$ cat src/verilog/gcr_pkg.sv
`default_nettype none

package gcr_pkg;

	////////////////////////////////////////////////////////////////////////
	// Register indexes and reset values
	localparam logic [7:0] IDX_ECP_ROUTE = 8'h0A;
	localparam logic [7:0] IDX_DRIVE_RATE = 8'h0B;
	localparam logic [7:0] IDX_UART_MODE = 8'h0C;
	localparam logic [7:0] ECP_ROUTE_RST = 8'h00;
	localparam logic [7:0] DRIVE_RATE_RST = 8'h00;
	localparam logic [7:0] UART_MODE_RST = 8'h02;
	localparam logic [7:0] RD_UNMAPPED = 8'h00;

	////////////////////////////////////////////////////////////////////////
	// Field positions in the first register
	localparam int FIFO_LSB = 0;
	localparam int FIFO_MSB = 3;
	localparam int ROUTE_LSB = 6;
	localparam int ROUTE_MSB = 7;
	localparam logic [1:0] RSVD_READ = 2'h0;

	// Idle level of the receive line seen by the UART core
	localparam logic RX_IDLE = 1'h1;

	////////////////////////////////////////////////////////////////////////
	// Types
	typedef enum logic [1:0] {
		ROUTE_COM = 2'h0,
		ROUTE_IR = 2'h1,
		ROUTE_RSVD = 2'h2,
		ROUTE_OFF = 2'h3
	} gcr_route_t;

	typedef enum logic [2:0] {
		MODE_STD = 3'h0,
		MODE_SIR = 3'h1,
		MODE_ASK = 3'h2
	} gcr_uart_mode_t;

	typedef struct packed {
		logic uart2_fast;
		logic uart1_fast;
		logic [2:0] uart2_mode;
		logic half_duplex;
		logic tx_active_low;
		logic rx_active_low;
	} gcr_umode_t;

	typedef struct packed {
		gcr_route_t route;
		logic [3:0] fifo_level;
	} gcr_ecp_t;

	typedef struct packed {
		logic cfg_mode;
		logic wr;
		logic rd;
		logic [7:0] index;
		logic [7:0] wdata;
	} gcr_cfg_req_t;

	typedef struct packed {
		logic std_tx;
		logic std_oe_n;
		logic ir_tx;
		logic ir_oe_n;
	} gcr_pins_t;

endpackage

`default_nettype wire
$ cat src/verilog/gcr_global_config.sv
`default_nettype none

module gcr_global_config (
	input wire logic sys_clk,
	input wire logic rst_n,
	input wire logic hw_reset_n,
	input wire gcr_pkg::gcr_cfg_req_t cfg_req,
	output logic [7:0] cfg_rdata,
	input wire logic uart2_tx_data,
	input wire logic uart2_tx_busy,
	input wire logic uart2_active,
	output logic uart2_rx_data,
	output logic uart2_transmit_pin,
	output logic uart2_transmit_pin_oe_n,
	output logic infrared_transmit_pin,
	output logic infrared_transmit_pin_oe_n,
	input wire logic uart2_receive_pin,
	input wire logic infrared_receive_pin,
	output logic [3:0] ecp_fifo_level,
	output logic [3:0][1:0] drive_rate_sel,
	output gcr_pkg::gcr_umode_t uart_mode
);

	////////////////////////////////////////////////////////////////////////
	// State of the whole block
	typedef struct packed {
		gcr_pkg::gcr_ecp_t ecp;
		logic [3:0][1:0] rate;
		gcr_pkg::gcr_umode_t umode;
		logic [7:0] rdata;
		gcr_pkg::gcr_pins_t pins;
		logic rx;
		logic hwr_meta;
		logic hwr_sync;
		logic std_rx_meta;
		logic std_rx_sync;
		logic ir_rx_meta;
		logic ir_rx_sync;
	} gcr_state_t;

	localparam gcr_state_t ST_RST = '{
		// Reserved bits 5:4 are never stored, so only route and threshold take a reset value
		ecp: gcr_pkg::gcr_ecp_t'({gcr_pkg::ECP_ROUTE_RST[gcr_pkg::ROUTE_MSB:gcr_pkg::ROUTE_LSB],
			gcr_pkg::ECP_ROUTE_RST[gcr_pkg::FIFO_MSB:gcr_pkg::FIFO_LSB]}),
		rate: gcr_pkg::DRIVE_RATE_RST,
		umode: gcr_pkg::gcr_umode_t'(gcr_pkg::UART_MODE_RST),
		rdata: gcr_pkg::RD_UNMAPPED,
		pins: 4'h0,
		rx: gcr_pkg::RX_IDLE,
		hwr_meta: 1'h0,
		hwr_sync: 1'h0,
		std_rx_meta: 1'h1,
		std_rx_sync: 1'h1,
		ir_rx_meta: 1'h1,
		ir_rx_sync: 1'h1
	};

	gcr_state_t st_ff;
	gcr_state_t nxt_st;

	////////////////////////////////////////////////////////////////////////
	// Helpers

	// True when the request targets the given index in configuration state
	function automatic logic cfg_hit(input gcr_pkg::gcr_cfg_req_t req, input logic [7:0] idx);
		cfg_hit = req.cfg_mode && (req.index == idx);
	endfunction

	// Read image of the first register; reserved bits are never stored
	function automatic logic [7:0] ecp_image(input gcr_pkg::gcr_ecp_t e);
		ecp_image = {e.route, gcr_pkg::RSVD_READ, e.fifo_level};
	endfunction

	// Line level after polarity; the core always sees an active-high line
	function automatic logic apply_pol(input logic line, input logic active_low);
		apply_pol = line ^ active_low;
	endfunction

	////////////////////////////////////////////////////////////////////////
	// Next-state logic
	always_comb begin
		logic wr_ecp;
		logic wr_rate;
		logic wr_mode;
		logic tx_line;
		logic rx_line;
		wr_ecp = 1'h0;
		wr_rate = 1'h0;
		wr_mode = 1'h0;
		tx_line = 1'h0;
		rx_line = gcr_pkg::RX_IDLE;
		nxt_st = st_ff;

		// Two-flop synchronisers for the reset pin and receive pins
		nxt_st.hwr_meta = ~hw_reset_n;
		nxt_st.hwr_sync = st_ff.hwr_meta;
		nxt_st.std_rx_meta = uart2_receive_pin;
		nxt_st.std_rx_sync = st_ff.std_rx_meta;
		nxt_st.ir_rx_meta = infrared_receive_pin;
		nxt_st.ir_rx_sync = st_ff.ir_rx_meta;

		wr_ecp = cfg_req.wr && cfg_hit(cfg_req, gcr_pkg::IDX_ECP_ROUTE);
		wr_rate = cfg_req.wr && cfg_hit(cfg_req, gcr_pkg::IDX_DRIVE_RATE);
		wr_mode = cfg_req.wr && cfg_hit(cfg_req, gcr_pkg::IDX_UART_MODE);

		if (wr_ecp) begin
			nxt_st.ecp.fifo_level = cfg_req.wdata[gcr_pkg::FIFO_MSB:gcr_pkg::FIFO_LSB];
			nxt_st.ecp.route = gcr_pkg::gcr_route_t'(cfg_req.wdata[gcr_pkg::ROUTE_MSB:gcr_pkg::ROUTE_LSB]);
		end

		// value 11 stored as written; software is expected to avoid it
		if (wr_rate) begin
			nxt_st.rate = cfg_req.wdata;
		end

		// mode bits stored as written; reserved codes act as standard
		// speed enables taken straight from the byte
		if (wr_mode) begin
			nxt_st.umode = gcr_pkg::gcr_umode_t'(cfg_req.wdata);
		end

		// hardware reset clears the route, not the threshold or drive rate
		// hardware reset restores the mode register
		// Hardware reset outranks a write in the same cycle
		if (st_ff.hwr_sync) begin
			nxt_st.ecp.route = gcr_pkg::ROUTE_COM;
			nxt_st.umode = gcr_pkg::gcr_umode_t'(gcr_pkg::UART_MODE_RST);
		end

		// Read data is latched on the read strobe and held until the next one
		if (cfg_req.rd) begin
			if (cfg_hit(cfg_req, gcr_pkg::IDX_ECP_ROUTE)) begin
				nxt_st.rdata = ecp_image(st_ff.ecp);
			end else if (cfg_hit(cfg_req, gcr_pkg::IDX_DRIVE_RATE)) begin
				nxt_st.rdata = st_ff.rate;
			end else if (cfg_hit(cfg_req, gcr_pkg::IDX_UART_MODE)) begin
				nxt_st.rdata = st_ff.umode;
			end else begin
				nxt_st.rdata = gcr_pkg::RD_UNMAPPED;
			end
		end

		tx_line = apply_pol(uart2_tx_data, st_ff.umode.tx_active_low);

		// Pin routing; outputs are registered so the pins never glitch
		case (st_ff.ecp.route)
			gcr_pkg::ROUTE_COM: begin
				nxt_st.pins.std_oe_n = 1'h0;
				nxt_st.pins.ir_oe_n = 1'h0;
				nxt_st.pins.std_tx = uart2_active ? tx_line : 1'h0;
				nxt_st.pins.ir_tx = 1'h0;
			end
			gcr_pkg::ROUTE_IR: begin
				nxt_st.pins.std_oe_n = 1'h0;
				nxt_st.pins.ir_oe_n = 1'h0;
				nxt_st.pins.std_tx = 1'h0;
				nxt_st.pins.ir_tx = uart2_active ? tx_line : 1'h0;
			end
			// both floated; reserved code floats too so nothing is driven blindly
			default: begin
				nxt_st.pins.std_oe_n = 1'h1;
				nxt_st.pins.ir_oe_n = 1'h1;
				nxt_st.pins.std_tx = 1'h0;
				nxt_st.pins.ir_tx = 1'h0;
			end
		endcase

		// Receive source follows the same route as transmit
		case (st_ff.ecp.route)
			gcr_pkg::ROUTE_COM: rx_line = st_ff.std_rx_sync;
			gcr_pkg::ROUTE_IR: rx_line = st_ff.ir_rx_sync;
			default: rx_line = gcr_pkg::RX_IDLE ^ st_ff.umode.rx_active_low;
		endcase

		// half duplex blinds the receiver while transmitting to drop echo
		if (st_ff.umode.half_duplex && uart2_tx_busy) begin
			nxt_st.rx = gcr_pkg::RX_IDLE;
		end else begin
			nxt_st.rx = apply_pol(rx_line, st_ff.umode.rx_active_low);
		end
	end

	////////////////////////////////////////////////////////////////////////
	// State register; rst_n is the power-on reset
	always_ff @(posedge sys_clk) begin
		if (!rst_n) begin
			st_ff <= ST_RST;
		end else begin
			st_ff <= nxt_st;
		end
	end

	////////////////////////////////////////////////////////////////////////
	// Outputs, all straight from flip-flops
	assign cfg_rdata = st_ff.rdata;
	assign uart2_rx_data = st_ff.rx;
	assign uart2_transmit_pin = st_ff.pins.std_tx;
	assign uart2_transmit_pin_oe_n = st_ff.pins.std_oe_n;
	assign infrared_transmit_pin = st_ff.pins.ir_tx;
	assign infrared_transmit_pin_oe_n = st_ff.pins.ir_oe_n;
	assign ecp_fifo_level = st_ff.ecp.fifo_level;
	assign drive_rate_sel = st_ff.rate;
	assign uart_mode = st_ff.umode;

	// Write strobes that really reach a register; same decode as the next-state logic
	logic wr_ecp_hit;
	logic wr_rate_hit;
	logic wr_mode_hit;
	logic rd_ecp_hit;
	logic rd_rate_hit;
	logic rd_mode_hit;
	logic rd_miss;
	assign wr_ecp_hit = cfg_req.wr && cfg_hit(cfg_req, gcr_pkg::IDX_ECP_ROUTE);
	assign wr_rate_hit = cfg_req.wr && cfg_hit(cfg_req, gcr_pkg::IDX_DRIVE_RATE);
	assign wr_mode_hit = cfg_req.wr && cfg_hit(cfg_req, gcr_pkg::IDX_UART_MODE);
	// Read strobes split by target; a miss must answer the unmapped value
	assign rd_ecp_hit = cfg_req.rd && cfg_hit(cfg_req, gcr_pkg::IDX_ECP_ROUTE);
	assign rd_rate_hit = cfg_req.rd && cfg_hit(cfg_req, gcr_pkg::IDX_DRIVE_RATE);
	assign rd_mode_hit = cfg_req.rd && cfg_hit(cfg_req, gcr_pkg::IDX_UART_MODE);
	assign rd_miss = cfg_req.rd && !rd_ecp_hit && !rd_rate_hit && !rd_mode_hit;
endmodule

`default_nettype wire

$ cat config.mk
export PLATFORM = sky130hd
export DESIGN_NAME = gcr_global_config
export DESIGN_NICKNAME = d
export VERILOG_FILES = /design/src/verilog/gcr_pkg.sv /design/src/verilog/gcr_global_config.sv
export SDC_FILE = /design/constraint.sdc
export NUM_CORES = 1
export LEC_CHECK = 0
export BUFFER_PORTS_ARGS = -buffer_cell sky130_fd_sc_hd__buf_2
export CAP_MARGIN = 15
export CORE_MARGIN = 4
export CORE_UTILIZATION = 40
export CTS_CLUSTER_DIAMETER = 100
export DETAILED_ROUTE_END_ITERATION = 10
export GPL_ROUTABILITY_DRIVEN = 0
export GPL_TIMING_DRIVEN = 1
export HOLD_SLACK_MARGIN = 0.12
export MAX_ROUTING_LAYER = met4
export PLACE_DENSITY = 0.63
export SLEW_MARGIN = 10
export SYNTH_ARGS = -nofsm -noshare
export SYNTH_HDL_FRONTEND = slang
export SYNTH_SLANG_ARGS = --single-unit
$ cat constraint.sdc
create_clock -name sys_clk -period 2.2 [get_ports sys_clk]
set_input_delay 0.44 -clock sys_clk [delete_from_list [all_inputs] [get_ports sys_clk]]
set_output_delay 0.44 -clock sys_clk [all_outputs]
set_load 0.02 [all_outputs]
==> results.py <==
metrics = {
    "detailed_routing": {
        "maxUsedRoutingLayer": "met4",
        "drc": 0,
        "drt_iter0_drc": 118,
        "dr_wl_met2_um": 2240,
        "first_pass_iters": 4,
        "met1_length_um": 2450,
        "drtAntennaViolNets": 0,
        "avgViaCountPerCell": 5.35,
        "wl_per_cell_um": 15.8,
        "wl_um": 5080,
        "vias": 1724,
        "met3WireLength_um": 270,
    },
    "clock_tree": {
        "clk_latency_ps": 300,
        "post_cts_buffers": 0,
        "clockRootBuffer": "clkbuf_8",
        "cts_tree": "built",
        "cts_max_path_buffers": 2,
        "clk_pin_slew_ps": 90,
        "cts.sinks": 40,
        "numCtsBuffers": 5,
        "cts-hold-fix-buffers": 0,
        "htree_levels": 2,
        "post_cts_resized": 0,
    },
    "synth": {
        "synth.most_common_cell": "dfxtp_1",
        "ys_ff_latch": 40,
        "synthFlopType": "dfxtp_1",
        "yosysTopAreaCell": "dfxtp_1",
        "syn_inst": 226,
        "seq_area_frac_synth": 0.390,
        "syn-num-nets": 253,
        "synth_top_area_frac": 0.390,
        "netlist_area_um2": 2060,
        "synth-edff-count": 0,
        "synth_common_cells": "dfxtp_1 (40), buf_4 (29), nand2_1 (21)",
        "synth_area_per_cell_um2": 9.10,
        "synth.area.top_cells": "dfxtp_1 (39%), buf_4 (11%), o31ai_1 (5.5%), nand4_1 (5.2%), mux2i_1 (4.4%)",
        "synth_cell_types": 40,
        "synthArstFlopShare": 0,
        "yosysWarnings": 0,
    },
    "sta": {
        "slew_headroom": 0.677,
        "timing_worst_slew_pin_value_ps": 482,
        "hold_violations": 0,
        "finalSetupViolCount": 0,
        "finalCritPeriodShare": 0.729,
        "fmax_ghz": 0.623,
        "finClkSkew_ps": 9.26,
        "period_needed_ps": 1600,
        "finalMaxSlewViolations": 0,
        "tns_ps": 0,
        "rsz0062_at_grt": "false",
    },
    "finish": {
        "area_growth_pct": 13.0,
        "nNetsFinal": 281,
        "regArea_um2": 801,
        "num-fill-cells": 499,
        "antennaDiodeCount": 0,
        "multi_input_area_um2": 956,
        "finalInstanceArea_um2": 2320,
        "drive_gt1_frac": 0.322,
    },
    "status": {
        "status": "finished clean",
    },
    "floorplan": {
        "pin_count": 60,
        "die_width_um": 79.7,
        "row_count": 25,
        "initial_core_util": 0.424,
        "core-area_um2": 4850,
        "die_area_um2": 6350,
        "die_y_um": 79.7,
    },
    "power_and_ir_drop": {
        "leakage_nw": 1.00,
        "p_total_mw": 1.49,
        "cellPowerDensity_nw_per_um2": 644,
        "irDropWorstVdd_mv": 0.386,
    },
    "worst_setup_path": {
        "critPathMaxFanout": 10,
        "reg2reg_from": "st_ff[39]",
        "crit_type": "primary input to flop",
        "cp-start-kind": "primary input",
        "worstPathRequired_ps": 2390,
        "worstSetupStartpoint": "cfg_req[13]",
        "endpoint_kind": "flop",
        "crit_arrival_ps": 1800,
    },
    "min_path": {
        "hp-class": "primary input to flop",
        "min_from": "hw_reset_n",
    },
    "run": {
        "max_cap_violations": 0,
    },
    "global_routing": {
        "track_usage": 0.171,
        "antenna_found_initial": 0,
        "grt_overflow": 0,
        "grt_pass1_wl_um": 8160,
        "grt_max_degree": 17,
        "grt_pass1_vias": 1592,
    },
    "place": {
        "placed_cell_area_um2": 2210,
        "port_buffers": 59,
        "dp_hpwl_um": 3950,
    },
}
-- critical path, stage by stage --
cell and delay, ps:
buf_2 120, or3b_1 530, or3_4 440, o31ai_1 260
-- where the power goes --
part	switching [mW]	internal (mW)	total [mW]	leakage, nW
registers	0.00268	0.733	0.736	0.325
logic	0.0835	0.0506	0.134	0.620
clock network	0.283	0.342	0.625	0.0548
total	0.369	1.13	1.49	1.00
-- per-stage QoR --
stage	utilization	hold slack, ps	cells	setup slack [ps]
after detailed placement	0.455	391	314	355
after global placement	0.455	388	314	389
final	0.479	275	322	596
after global routing	0.479	273	322	532
after floorplan	-	386	226	573
after CTS	0.479	267	322	612
-- layout by cell type (no fill, tap or decap), types with 3 or more instances in the layout --
| cell type | n |
|---|---|
| buf_2 | 59 |
| and4b_1 | 4 |
| mux2i_1 | 9 |
| clkbuf_8 | 5 |
| a21oi_1 | 13 |
| dfxtp_1 | 40 |
| nand2_1 | 21 |
| nor3_1 | 3 |
| o211ai_1 | 4 |
| nand2b_1 | 7 |
| o31ai_1 | 15 |
| nand4_1 | 17 |
| nor4bb_1 | 5 |
| buf_4 | 9 |
| a31oi_1 | 5 |
| o21ai_0 | 4 |
-- registers in the layout, summed over array words and instances (netlist names) --
signal	count
uart_mode	8
cfg_rdata	8
uart2_transmit_pin	1
ecp_fifo_level	4
drive_rate_sel	8
uart2_transmit_pin_oe_n	1
infrared_transmit_pin	1
nxt_st	3
st_ff	5
uart2_rx_data	1
-- final cells by class --
cell class	count	share of cell area
multi-input combinational	138	0.412
sequential	40	0.345
timing repair buffer	68	0.156
tap	67	0.0361
clock buffer	5	0.0296
clock inverter	3	0.0199
inverter	1	0.00162
-- metal layers --
layer	GRT usage	vias up
li1	-	864
met2	0.245	61
met4	0.0808	0
met1	0.223	788
met3	0.0451	11
met5	-	-
-- cell families after synthesis --
family,Yosys count,synth area share
buffers and inverters,48,0.145
xor gates and xnor gates,2,0.00852
DFF,40,0.390
AOI/OAI and AO/OA,49,0.161
and+or+nand+nor,78,0.252
muxes,9,0.0438
-- worst paths after layout --
path / endpoint / slack [ps] / cells past startpoint
worst max-delay path: cfg_rdata[6] / 600 / 4
worst max register to register: uart2_rx_data / 950 / 3
worst min-delay path: nxt_st[4] / 280 / 2
worst min register to register: st_ff[2] / 410 / 1
(Power assumes the default switching activity.)
